==> src/pkg/ocb_regs.vh <==
// register indices, field positions, reset values and pattern codes for channel 13-16 control
`ifndef OCB_REGS_VH
`define OCB_REGS_VH

// ----------------------------------------------------------------
// register indices (byte address = index * 4)
// ----------------------------------------------------------------
`define OCB_IDX_GLOBAL_CTRL   8'h04
`define OCB_IDX_PATTERN       8'h3B
`define OCB_IDX_POWER_INVERT  8'h3C
`define OCB_IDX_CLK_DELAY     8'h43

// ----------------------------------------------------------------
// reset values
// ----------------------------------------------------------------
`define OCB_RST_GLOBAL_CTRL   16'h0000
`define OCB_RST_PATTERN       16'h0000
`define OCB_RST_POWER_INVERT  16'h0000
`define OCB_RST_CLK_DELAY     16'h0000

// ----------------------------------------------------------------
// field positions
// ----------------------------------------------------------------
`define OCB_GC_PAT_EN_BIT     8
`define OCB_PAT15_HI          7
`define OCB_PAT15_LO          5
`define OCB_PAT16_HI          4
`define OCB_PAT16_LO          2
`define OCB_PD_DIG_HI         15
`define OCB_PD_DIG_LO         12
`define OCB_PD_LINE_HI        11
`define OCB_PD_LINE_LO        8
`define OCB_PD_ANA_HI         7
`define OCB_PD_ANA_LO         4
`define OCB_INV_HI            3
`define OCB_INV_LO            0
`define OCB_DLY_HI            4
`define OCB_DLY_LO            1

// ----------------------------------------------------------------
// delay step and test pattern codes
// ----------------------------------------------------------------
`define OCB_DELAY_STEP_PS     11'sd110
`define OCB_PAT_NORMAL        3'h0
`define OCB_PAT_ZEROS         3'h1
`define OCB_PAT_ONES          3'h2
`define OCB_PAT_TOGGLE        3'h3
`define OCB_PAT_RAMP          3'h4

`endif

==> src/design/ocb_clk_delay.v <==
// bit clock output delay code decoder: signed step count to picoseconds
`timescale 1ns/1ns
`include "ocb_regs.vh"

module ocb_clk_delay (
  input  wire               clk_i,
  input  wire               rst_i,
  input  wire        [3:0]  code_i,
  output reg         [3:0]  code_o,
  output reg  signed [10:0] delay_ps_o
);

  // ----------------------------------------------------------------
  // two's complement code times the step size
  // ----------------------------------------------------------------
  wire signed [10:0] code_ext;
  wire signed [21:0] prod;

  assign code_ext = {{7{code_i[3]}}, code_i};
  assign prod     = code_ext * `OCB_DELAY_STEP_PS;

  // registered code and delay toward the analog delay cell
  always @(posedge clk_i) begin
    if (rst_i) begin
      code_o     <= 4'h0;
      delay_ps_o <= 11'sh000;
    end else begin
      code_o     <= code_i;
      delay_ps_o <= prod[10:0];
    end
  end

endmodule // ocb_clk_delay

==> src/design/ocb_top.v <==
// control registers and serial output path for channels 13 to 16
// ----------------------------------------------------------------
// Overview of operation
// - with per-output patterns on, bits 7-5 pick the pattern on output 15
// - with per-output patterns on, bits 4-2 pick the pattern on output 16
// - bits 15..12 power down digital block of channel 16..13
// - bits 11..8 power down serial output line 16..13
// - bits 7..4 power down analog block of channel 16..13
// - bits 3..0 invert output data on serial line 16..13
// - cleared power-down or invert bits mean normal operation, the reset state
// - bit clock delay field at bits 4-1, 110 ps per step
// - delay field is signed two's complement step count
// - positive delay adds setup and removes hold, negative the reverse
// ----------------------------------------------------------------
`timescale 1ns/1ns
`include "ocb_regs.vh"

module ocb_top #(
  parameter DATA_W = 14
) (
  input  wire               clk_i,
  input  wire               rst_i,
  // wishbone classic slave
  input  wire               wb_cyc_i,
  input  wire               wb_stb_i,
  input  wire               wb_we_i,
  input  wire        [9:0]  wb_adr_i,
  input  wire        [3:0]  wb_sel_i,
  input  wire        [31:0] wb_dat_i,
  output reg         [31:0] wb_dat_o,
  output reg                wb_ack_o,
  // sample words per channel, same clock
  input  wire [DATA_W-1:0]  ch13_data_i,
  input  wire [DATA_W-1:0]  ch14_data_i,
  input  wire [DATA_W-1:0]  ch15_data_i,
  input  wire [DATA_W-1:0]  ch16_data_i,
  // bit clock from the serializer clock source
  input  wire               serial_bit_clock_i,
  // serial link side
  output reg                serial_bit_clock_o,
  output reg         [3:0]  serial_data_o,
  output reg                word_start_o,
  // power and delay controls toward the front-end
  output reg         [3:0]  digital_powerdown_o,
  output reg         [3:0]  line_powerdown_o,
  output reg         [3:0]  analog_powerdown_o,
  output wire        [3:0]  bit_clock_delay_code_o,
  output wire signed [10:0] bit_clock_delay_ps_o
);

  // ----------------------------------------------------------------
  // functions
  // ----------------------------------------------------------------

  // byte-lane merge of a 16-bit register
  function [15:0] lane_merge;
    input [15:0] old_v;
    input [15:0] new_v;
    input [1:0]  sel;
    begin
      lane_merge[7:0]  = sel[0] ? new_v[7:0]  : old_v[7:0];
      lane_merge[15:8] = sel[1] ? new_v[15:8] : old_v[15:8];
    end
  endfunction

  // test pattern or live data for one line
  function [DATA_W-1:0] pattern_word;
    input [2:0]        code;
    input [DATA_W-1:0] live;
    input              toggle;
    input [DATA_W-1:0] ramp;
    begin
      case (code)
        `OCB_PAT_ZEROS:  pattern_word = {DATA_W{1'b0}};
        `OCB_PAT_ONES:   pattern_word = {DATA_W{1'b1}};
        `OCB_PAT_TOGGLE: pattern_word = toggle ? {DATA_W{1'b1}} : {DATA_W{1'b0}};
        `OCB_PAT_RAMP:   pattern_word = ramp;
        default:         pattern_word = live;
      endcase
    end
  endfunction

  // ----------------------------------------------------------------
  // register storage
  // ----------------------------------------------------------------
  reg  [15:0] global_ctrl_r;
  reg  [15:0] test_pattern_outputs_15_16_r;
  reg  [15:0] channel_power_and_invert_r;
  reg  [15:0] bit_clock_output_delay_r;

  wire [7:0]  reg_index;
  wire        bus_req;
  wire        bus_wr;
  wire [15:0] wr_val;
  wire [1:0]  wr_sel;

  assign reg_index = wb_adr_i[9:2];
  assign bus_req   = wb_cyc_i & wb_stb_i & ~wb_ack_o;
  assign bus_wr    = bus_req & wb_we_i;
  assign wr_val    = wb_dat_i[15:0];
  assign wr_sel    = wb_sel_i[1:0];

  // ----------------------------------------------------------------
  // wishbone write path
  // ----------------------------------------------------------------

  // all registers reset to zero, writes honour byte lanes
  always @(posedge clk_i) begin
    if (rst_i) begin
      global_ctrl_r                <= `OCB_RST_GLOBAL_CTRL;
      test_pattern_outputs_15_16_r <= `OCB_RST_PATTERN;
      channel_power_and_invert_r   <= `OCB_RST_POWER_INVERT;
      bit_clock_output_delay_r     <= `OCB_RST_CLK_DELAY;
    end else if (bus_wr) begin
      case (reg_index)
        `OCB_IDX_GLOBAL_CTRL:
          global_ctrl_r <= lane_merge(global_ctrl_r, wr_val, wr_sel);
        `OCB_IDX_PATTERN:
          test_pattern_outputs_15_16_r <=
            lane_merge(test_pattern_outputs_15_16_r, wr_val, wr_sel);
        `OCB_IDX_POWER_INVERT:
          channel_power_and_invert_r <=
            lane_merge(channel_power_and_invert_r, wr_val, wr_sel);
        `OCB_IDX_CLK_DELAY:
          bit_clock_output_delay_r <=
            lane_merge(bit_clock_output_delay_r, wr_val, wr_sel);
        default: ;
      endcase
    end
  end

  // ----------------------------------------------------------------
  // wishbone read path and acknowledge
  // ----------------------------------------------------------------

  // one wait state; unmapped indices answer with zero
  always @(posedge clk_i) begin
    if (rst_i) begin
      wb_ack_o <= 1'b0;
      wb_dat_o <= 32'h00000000;
    end else begin
      wb_ack_o <= bus_req;
      if (bus_req && !wb_we_i) begin
        case (reg_index)
          `OCB_IDX_GLOBAL_CTRL:  wb_dat_o <= {16'h0000, global_ctrl_r};
          `OCB_IDX_PATTERN:      wb_dat_o <= {16'h0000, test_pattern_outputs_15_16_r};
          `OCB_IDX_POWER_INVERT: wb_dat_o <= {16'h0000, channel_power_and_invert_r};
          `OCB_IDX_CLK_DELAY:    wb_dat_o <= {16'h0000, bit_clock_output_delay_r};
          default:               wb_dat_o <= 32'h00000000;
        endcase
      end
    end
  end

  // ----------------------------------------------------------------
  // field decode
  // ----------------------------------------------------------------
  wire       per_output_pattern_enable;
  wire [2:0] pattern_code_out15;
  wire [2:0] pattern_code_out16;
  wire [3:0] pd_dig;
  wire [3:0] pd_line;
  wire [3:0] pd_ana;
  wire [3:0] output_invert;
  wire [3:0] delay_field;
  wire [2:0] pat15_eff;
  wire [2:0] pat16_eff;

  assign per_output_pattern_enable = global_ctrl_r[`OCB_GC_PAT_EN_BIT];
  assign pattern_code_out15 = test_pattern_outputs_15_16_r[`OCB_PAT15_HI:`OCB_PAT15_LO];
  assign pattern_code_out16 = test_pattern_outputs_15_16_r[`OCB_PAT16_HI:`OCB_PAT16_LO];
  assign pd_dig        = channel_power_and_invert_r[`OCB_PD_DIG_HI:`OCB_PD_DIG_LO];
  assign pd_line       = channel_power_and_invert_r[`OCB_PD_LINE_HI:`OCB_PD_LINE_LO];
  assign pd_ana        = channel_power_and_invert_r[`OCB_PD_ANA_HI:`OCB_PD_ANA_LO];
  assign output_invert = channel_power_and_invert_r[`OCB_INV_HI:`OCB_INV_LO];
  assign delay_field   = bit_clock_output_delay_r[`OCB_DLY_HI:`OCB_DLY_LO];

  // pattern fields count only while per-output selection is on
  assign pat15_eff = per_output_pattern_enable ? pattern_code_out15 : `OCB_PAT_NORMAL;
  assign pat16_eff = per_output_pattern_enable ? pattern_code_out16 : `OCB_PAT_NORMAL;

  // ----------------------------------------------------------------
  // power-down outputs, index 0 is channel or line 13
  // ----------------------------------------------------------------
  always @(posedge clk_i) begin
    if (rst_i) begin
      digital_powerdown_o <= 4'h0;
      line_powerdown_o    <= 4'h0;
      analog_powerdown_o  <= 4'h0;
    end else begin
      digital_powerdown_o <= pd_dig;
      line_powerdown_o    <= pd_line;
      analog_powerdown_o  <= pd_ana;
    end
  end

  // ----------------------------------------------------------------
  // bit clock delay decode
  // ----------------------------------------------------------------
  ocb_clk_delay u_clk_delay (
    .clk_i      (clk_i),
    .rst_i      (rst_i),
    .code_i     (delay_field),
    .code_o     (bit_clock_delay_code_o),
    .delay_ps_o (bit_clock_delay_ps_o)
  );

  // ----------------------------------------------------------------
  // bit clock synchroniser and edge detect
  // ----------------------------------------------------------------
  reg  bclk_meta_r;
  reg  bclk_sync_r;
  reg  bclk_prev_r;
  wire bclk_rise;

  // meta stage feeds only the sync stage
  always @(posedge clk_i) begin
    if (rst_i) begin
      bclk_meta_r <= 1'b0;
      bclk_sync_r <= 1'b0;
      bclk_prev_r <= 1'b0;
    end else begin
      bclk_meta_r <= serial_bit_clock_i;
      bclk_sync_r <= bclk_meta_r;
      bclk_prev_r <= bclk_sync_r;
    end
  end

  assign bclk_rise = bclk_sync_r & ~bclk_prev_r;

  // regenerated bit clock, aligned with the data flops
  always @(posedge clk_i) begin
    if (rst_i) begin
      serial_bit_clock_o <= 1'b0;
    end else begin
      serial_bit_clock_o <= bclk_sync_r;
    end
  end

  // ----------------------------------------------------------------
  // word build per line
  // ----------------------------------------------------------------
  reg  [DATA_W-1:0] ramp_r;
  reg               toggle_r;
  reg  [DATA_W-1:0] word_src [0:3];
  reg  [DATA_W-1:0] word_new [0:3];
  integer           k;

  // digital power-down blanks the word, invert flips it
  always @* begin
    word_src[0] = ch13_data_i;
    word_src[1] = ch14_data_i;
    word_src[2] = pattern_word(pat15_eff, ch15_data_i, toggle_r, ramp_r);
    word_src[3] = pattern_word(pat16_eff, ch16_data_i, toggle_r, ramp_r);
    for (k = 0; k < 4; k = k + 1) begin
      if (pd_dig[k])
        word_new[k] = {DATA_W{1'b0}};
      else if (output_invert[k])
        word_new[k] = ~word_src[k];
      else
        word_new[k] = word_src[k];
    end
  end

  // ----------------------------------------------------------------
  // serial shift engine, MSB first, one bit per bit clock rise
  // ----------------------------------------------------------------
  reg  [4:0]        bit_cnt_r;
  reg  [DATA_W-1:0] shift_r [0:3];
  localparam [4:0]  LAST_BIT = DATA_W[4:0] - 5'h01;  // index of the last bit of a word
  wire              word_wrap;
  integer           n;

  assign word_wrap = (bit_cnt_r == LAST_BIT);

  // first rise after reset loads a fresh word
  always @(posedge clk_i) begin
    if (rst_i) begin
      bit_cnt_r    <= LAST_BIT;
      ramp_r       <= {DATA_W{1'b0}};
      toggle_r     <= 1'b0;
      word_start_o <= 1'b0;
    end else if (bclk_rise) begin
      word_start_o <= word_wrap;
      if (word_wrap) begin
        bit_cnt_r <= 5'h00;
        ramp_r    <= ramp_r + 1'b1;
        toggle_r  <= ~toggle_r;
      end else begin
        bit_cnt_r <= bit_cnt_r + 5'h01;
      end
    end
  end

  // shifters and line outputs; a powered-down line sits low
  always @(posedge clk_i) begin
    if (rst_i) begin
      serial_data_o <= 4'h0;
      for (n = 0; n < 4; n = n + 1) begin
        shift_r[n] <= {DATA_W{1'b0}};
      end
    end else if (bclk_rise) begin
      for (n = 0; n < 4; n = n + 1) begin
        shift_r[n] <= word_wrap ? {word_new[n][DATA_W-2:0], 1'b0}
                                : {shift_r[n][DATA_W-2:0], 1'b0};
        serial_data_o[n] <= pd_line[n] ? 1'b0 :
                            (word_wrap ? word_new[n][DATA_W-1] : shift_r[n][DATA_W-1]);
      end
    end
  end

endmodule // ocb_top

==> config.mk <==
export PLATFORM = sky130hd
export DESIGN_NAME = ocb_top
export DESIGN_NICKNAME = d
export VERILOG_FILES = /design/src/design/ocb_clk_delay.v /design/src/design/ocb_top.v
export VERILOG_INCLUDE_DIRS = /design/src /design/src/pkg
export SDC_FILE = /design/constraint.sdc
export NUM_CORES = 1
export LEC_CHECK = 0
export ABC_AREA = 1
export BUFFER_PORTS_ARGS = -buffer_cell sky130_fd_sc_hd__buf_4
export CORE_UTILIZATION = 50
export DETAILED_ROUTE_END_ITERATION = 7
export HOLD_SLACK_MARGIN = 0.02
export MAX_ROUTING_LAYER = met4
export PLACE_DENSITY = 0.73
export SETUP_SLACK_MARGIN = 0.05
export SLEW_MARGIN = 20
export SYNTH_ARGS = -nofsm -noshare
export SYNTH_HDL_FRONTEND = slang
export SYNTH_SLANG_ARGS = --single-unit
==> constraint.sdc <==
create_clock -name clk_i -period 3.3 [get_ports clk_i]
set_input_delay 0.825 -clock clk_i [delete_from_list [all_inputs] [get_ports clk_i]]
set_output_delay 0.825 -clock clk_i [all_outputs]
set_load 0.05 [all_outputs]
==> Word-level counts from Yosys, hierarchy flattened <==
Memories as Yosys holds them, arrays and structs flattened.
Cells that the tools add are included.
{ "word_totals": {"ramBits": 56, "memories": 1, "input_bits": 108, "regBits": 152, "output_inout_bits": 66, "word_cells": 103} }
{ "classes": {"n_bitwise": 15, "n_addsub": 2, "mux": 36, "multipliers": 1, "reduce_logical": 11, "eq_ne": 13} }
{ "mem_list": {"columns": ["name", "words", "width", "rd", "rd_clocked_by_memory_dff", "write_ports", "line_no", "rtl"], "rows": [
  ["shift_r", 4, 14, 4, 0, 4, "ocb_top.v:269", "reg [DATA_W-1:0] shift_r [0:3];"]
]} }
{ "op_table": {"columns": ["operator", "n"], "rows": [
  ["$mux 14", 17],
  ["$pmux 14 s4", 2],
  ["$pmux 16 s4", 1],
  ["$not 14->14", 4],
  ["$reduce_and 3->1", 8],
  ["$eq 8x6->1 const B", 2],
  ["$add 14x1->14 const B", 1],
  ["$mux 1", 13],
  ["$eq 3x2->1 const B", 4],
  ["$mul 4x7->10 const B", 1],
  ["$eq 8x3->1 const B", 1],
  ["$eq 8x7->1 const B", 1],
  ["$eq 3x1->1 const B", 2],
  ["$eq 3x3->1 const B", 2],
  ["$mux 3", 2],
  ["$add 5x1->5 const B", 1],
  ["$eq 5x4->1 const B", 1],
  ["$mux 5", 1],
  ["$and 1x1->1", 4],
  ["$or 1x1->1", 4],
  ["$not 1->1", 3],
  ["$reduce_and 2->1", 1],
  ["$logic_and 1x1->1", 1],
  ["$logic_not 1->1", 1]
]} }

==> Logic depth before layout (Yosys ltp) <==
{ "logic_depth": {"word_depth": 8, "ltp_mapped": 15, "depth_no_buf": 15} }

==> By module <==
From an unflattened synthesis, not the netlist that was laid out.
{ "unflattened": {"cells_unflattened": 1222, "hier_area_um2": 9484.1} }
{ "by_module_without_submodules": {"columns": ["module", "area_per_inst_um2", "instances", "seq_area_each_um2", "cells_each"], "rows": [
  ["ocb_top", 8645.8, 1, 3983.8, 1121],
  ["ocb_clk_delay", 838.3, 1, 260.2, 101]
]} }

==> Worst setup path before layout <==
No wires, ideal clock.
{ "synth_path": {"kind": "register to register", "start": "register bit_clock_output_delay_r[2]", "end": "register u_clk_delay.delay_ps_o[10]", "arrival_ns": 2.652, "t_required_ns": 3.184, "n_path_buf": 0, "setup_time_ns": 0.116, "path_slack_ns": 0.532, "path_stages_with_launch": 16, "period_less_slack_ns": 2.768, "path_cell_list": "dfxtp_1 > inv_1 > ha_1 > ha_1 > fa_1 > ha_1 > inv_1 > fa_1 > inv_1 > nand3_1 > nand2_1 > nand2_1 > inv_1 > o21ai_0 > o21ai_0 > nor2_1"} }
{ "synth_between": {"elab_chain_cells": 1} }
{ "synth_lines": {"columns": ["item", "line_no", "rtl"], "rows": [
  ["start, declared", "ocb_top.v:89", "reg [15:0] bit_clock_output_delay_r;"],
  ["start signal, assigned", "ocb_top.v:113", "bit_clock_output_delay_r <= `OCB_RST_CLK_DELAY;"],
  ["start signal, assigned", "ocb_top.v:125", "bit_clock_output_delay_r <="],
  ["$mul 4x7->10 (no source line)", null, null],
  ["end signal, assigned", "ocb_clk_delay.v:29", "delay_ps_o <= prod[10:0];"],
  ["end, declared", "ocb_clk_delay.v:10", "output reg signed [10:0] delay_ps_o"]
]} }
No other way between the ends.
A chain may end at the register's enable or synchronous reset.

==> Final worst setup path <==
Ends and elaborated chain as after synthesis.

==> results.yml <==
setup_path:
  worst-path-buf-inv: 4
  regToRegSetupSlack_ns: 0.47
  cp.arrival_ns: 3.17
  reg2reg_to: "u_clk_delay.delay_ps_o[10]$_SDFF_PP0_"
  crit_fanout: 8
  crit_family: "adder cells"
  reg2reg_from: "bit_clock_output_delay_r[2]$_SDFFE_PP0P_"
  cp_common_cell: "inv_1"
  crit_path_end_kind: "register"
  cp-start-kind: "register"
  max_stage_delay_ns: 0.48
  cp_slowest_cell: "fa_1"
  reg2reg_depth: 15
  path_class: "register to register"
  path_cells: "inv_1, ha_1, ha_1, fa_1, ha_1, inv_1, fa_1, inv_1, nand3_1, nand2_1, nand2_1, inv_1, o21ai_0, o21ai_0, nor2_1"
  critPathRequiredTime_ns: 3.64
global_routing:
  grtUsageTotal_pct: 26.2
  antenna_found_initial: 0
  overflow: 0
  grt_pass1_wl_um: 39900
  grt_max_degree: 54
  grt_pass1_vias: 7967
cts:
  numClockSinks: 186
  cts_made_buffers: 17
  cts_max_level: 4
  clk_pin_slew_ns: 0.07
  clkLatencyLatePin_ns: 0.44
  cts-root-buf: "clkbuf_16"
  post_cts.repair.setup_buffers: 0
  ctsHoldBuffers: 0
  cts_tree: "yes"
  clock_path_buffers: 2
routing:
  ant_nets: 0
  drtIter0Drc: 602
  routedWlPerCell_um: 15.5
  route.detailed.drc: 0
  viasPerCell: 5.54
  vias: 8649
  firstDrtPassIters: 5
  wirelength_um: 24300
worst_hold_path:
  hp-class: "register to register"
  hold_path_end: "bclk_sync_r$_SDFF_PP0_"
  holdPathStages: 2
  min_from: "bclk_meta_r$_SDFF_PP0_"
sta:
  hold_viol: 0
  fmax_mhz: 353
  setup_tns_ns: 0
  rsz0062_at_grt: "no"
  drv_slew: 0
  setup_viol: 0
  finClkSkew_ns: 0.0113
  max_slew_margin_pct: 33.4
  tightest_slew_ns: 0.998
  period_minus_slack_ns: 2.83
  finalCritPeriodShare_pct: 85.9
  hold_slack_ns: 0.399
floorplan:
  io-pin-count: 174
  die_area_mm2: 0.0197
  fp.coreArea_mm2: 0.0187
  num_rows: 50
  die_y_um: 140
  die_width_um: 140
  initial_core_util_pct: 51.2
placement:
  portBuffers: 136
  hpwl_um: 16900
  globalplace.congestion: 0.920
cells_and_area:
  drive_gt1_share_pct: 17.5
  syn_to_final_growth_pct: 17.7
  multi_input_area_mm2: 0.00456
  seqCellArea_mm2: 0.00425
  antennaDiodeCount: 0
  nets: 1446
  fillCellCount: 1680
synthesis:
  synth_flop_cell: "dfxtp_1"
  seq_area_frac_synth_pct: 44.3
  synth_xor_xnor_area_share_pct: 0.640
  synth_compound_area_share_pct: 18.0
  synth-seq-cells: 186
  ys_types: 43
  syn-cell-area_mm2: 0.00957
  synth_cells: 1215
  yosys_warnings: 0
  synth_edf_count: 52
  synth_top_family_by_area: "simple AND/OR/NAND/NOR gates"
  muxShareOfSynthArea_pct: 0
  synth.avg_cell_area_um2: 7.88
  async_flop_share_pct: 0
  synthAdderAreaFrac_pct: 3.45
  synth-simple-area-share_pct: 24.8
flow_run:
  maxCapViolCount: 0
power_and_ir_drop:
  pwr_density_cell_mw_per_mm2: 465
  leakagePower_nw: 4.95
  peakVddDrop_uv: 393
run_status:
  outcome: "finished clean"
[logic make-up after synthesis]
family	after synthesis
DFF	186
buffers and inverters	181
AOI/OAI and AO/OA	299
other	1
adders and majority gates	24
and+or+nand+nor	517
xor gates and xnor gates	7
[area by class of cell]
type,count,area share (%)
flip-flops and latches,186,37.7
inverters,90,3.00
repair buffers,155,10.3
clock buffers,18,4.00
well taps,234,2.60
multi-input cells,864,40.4
clock inverters,14,1.99
[placed cells by master, fill, tap and decap left out, drive strengths merged, types with 24 or more instances in the layout]
master / Yosys / layout
a21oi: 119 / 119
buf: 49 / 155
nand4: 29 / 29
nor2: 102 / 102
o21ai: 116 / 116
nand2: 232 / 232
a21o: 24 / 24
dfxtp: 134 / 134
inv: 89 / 96
a211oi: 34 / 34
edfxtp: 52 / 52
nand3: 140 / 140
[cells in the mapped netlist, drive strengths merged (2+ instances only)]
| master | instances | area, um2 |
|---|---|---|
| ha | 20 | 250 |
| xor2 | 4 | 35.0 |
| fa | 4 | 80.1 |
| xnor2 | 3 | 26.3 |
| nor2 | 102 | 483 |
| nand2 | 232 | 901 |
| o2111ai | 2 | 17.5 |
| a21oi | 119 | 611 |
| buf | 49 | 338 |
| edfxtp | 52 | 1560 |
| nand3 | 140 | 701 |
| dfxtp | 134 | 2680 |
| nand4 | 29 | 181 |
| nor3 | 11 | 88.8 |
| o21ai | 116 | 588 |
| a21o | 24 | 180 |
| a211oi | 34 | 295 |
| inv | 89 | 334 |
| clkbuf | 42 | 159 |
[through the flow]
| stage | worst slack, ns | std cells | instance area (um2) | utilization [%] | total power [W] |
|---|---|---|---|---|---|
| global placement | 0.358 | 1529 | 10600 | 56.6 | 0.00293 |
| global route | 0.147 | 1561 | 11300 | 60.2 | 0.00541 |
| detailed placement | 0.321 | 1529 | 10600 | 56.6 | 0.00294 |
| CTS | 0.315 | 1561 | 11300 | 60.2 | 0.00526 |
| floorplan | 0.532 | 1231 | 9630 | - | 0.00277 |
| finish | 0.466 | 1561 | 11300 | 60.2 | 0.00524 |
[flip-flops by register name, indices dropped and copies added (netlist names), 5 cells and up]
name and cells:
channel_power_and_invert_r 16, shift_r 52, u_clk_delay.delay_ps_o 10, test_pattern_outputs_15_16_r 16
pattern_word.ramp 14, global_ctrl_r 16, bit_clock_output_delay_r 16, bit_cnt_r 5
wb_dat_o 16
[worst register-to-register path, cell delays in order, from the launching register on]
cell and delay, ns:
dfxtp_2 0.43, inv_1 0.11, ha_1 0.32, ha_1 0.19, fa_1 0.48, ha_1 0.16, inv_1 0.05, fa_1 0.35
inv_1 0.09, nand3_1 0.07, nand2_1 0.08, nand2_1 0.05, inv_1 0.06, o21ai_0 0.08, o21ai_0 0.15, nor2_1 0.05
[how the worst max path moves through the flow]
stage,slack (ns),start,endpoint,depth (start not counted)
floorplan,0.53,bit_clock_output_delay_r[2]$_SDFFE_PP0P_,u_clk_delay.delay_ps_o[10]$_SDFF_PP0_,15
global placement,0.36,bit_clock_output_delay_r[2]$_SDFFE_PP0P_,u_clk_delay.delay_ps_o[10]$_SDFF_PP0_,15
detailed placement,0.32,bit_clock_output_delay_r[2]$_SDFFE_PP0P_,u_clk_delay.delay_ps_o[10]$_SDFF_PP0_,15
CTS,0.31,bit_clock_output_delay_r[2]$_SDFFE_PP0P_,u_clk_delay.delay_ps_o[10]$_SDFF_PP0_,15
global route,0.15,bit_clock_output_delay_r[2]$_SDFFE_PP0P_,u_clk_delay.delay_ps_o[10]$_SDFF_PP0_,15
finish,0.47,bit_clock_output_delay_r[2]$_SDFFE_PP0P_,u_clk_delay.delay_ps_o[10]$_SDFF_PP0_,15
[routing by layer]
| layer | up-vias | track usage [%] | wire, um |
|---|---|---|---|
| li1 | 4319 | - | - |
| met1 | 4010 | 34.3 | 10900 |
| met2 | 284 | 41.2 | 11400 |
| met3 | 36 | 4.24 | 1450 |
| met4 | 0 | 9.08 | 480 |
| met5 | - | - | 0 |
[what timing repair did]
action,in CTS,in global routing
setup endpoints to repair,0,1
gates resized for setup,0,1
hold endpoints to repair,0,0
[where the power goes]
group	internal (W)	switching (W)
clock	0.00141	0.000948
combinational	0.000156	0.000318
sequential	0.00239	0.0000177
(Power assumes the default switching activity.)
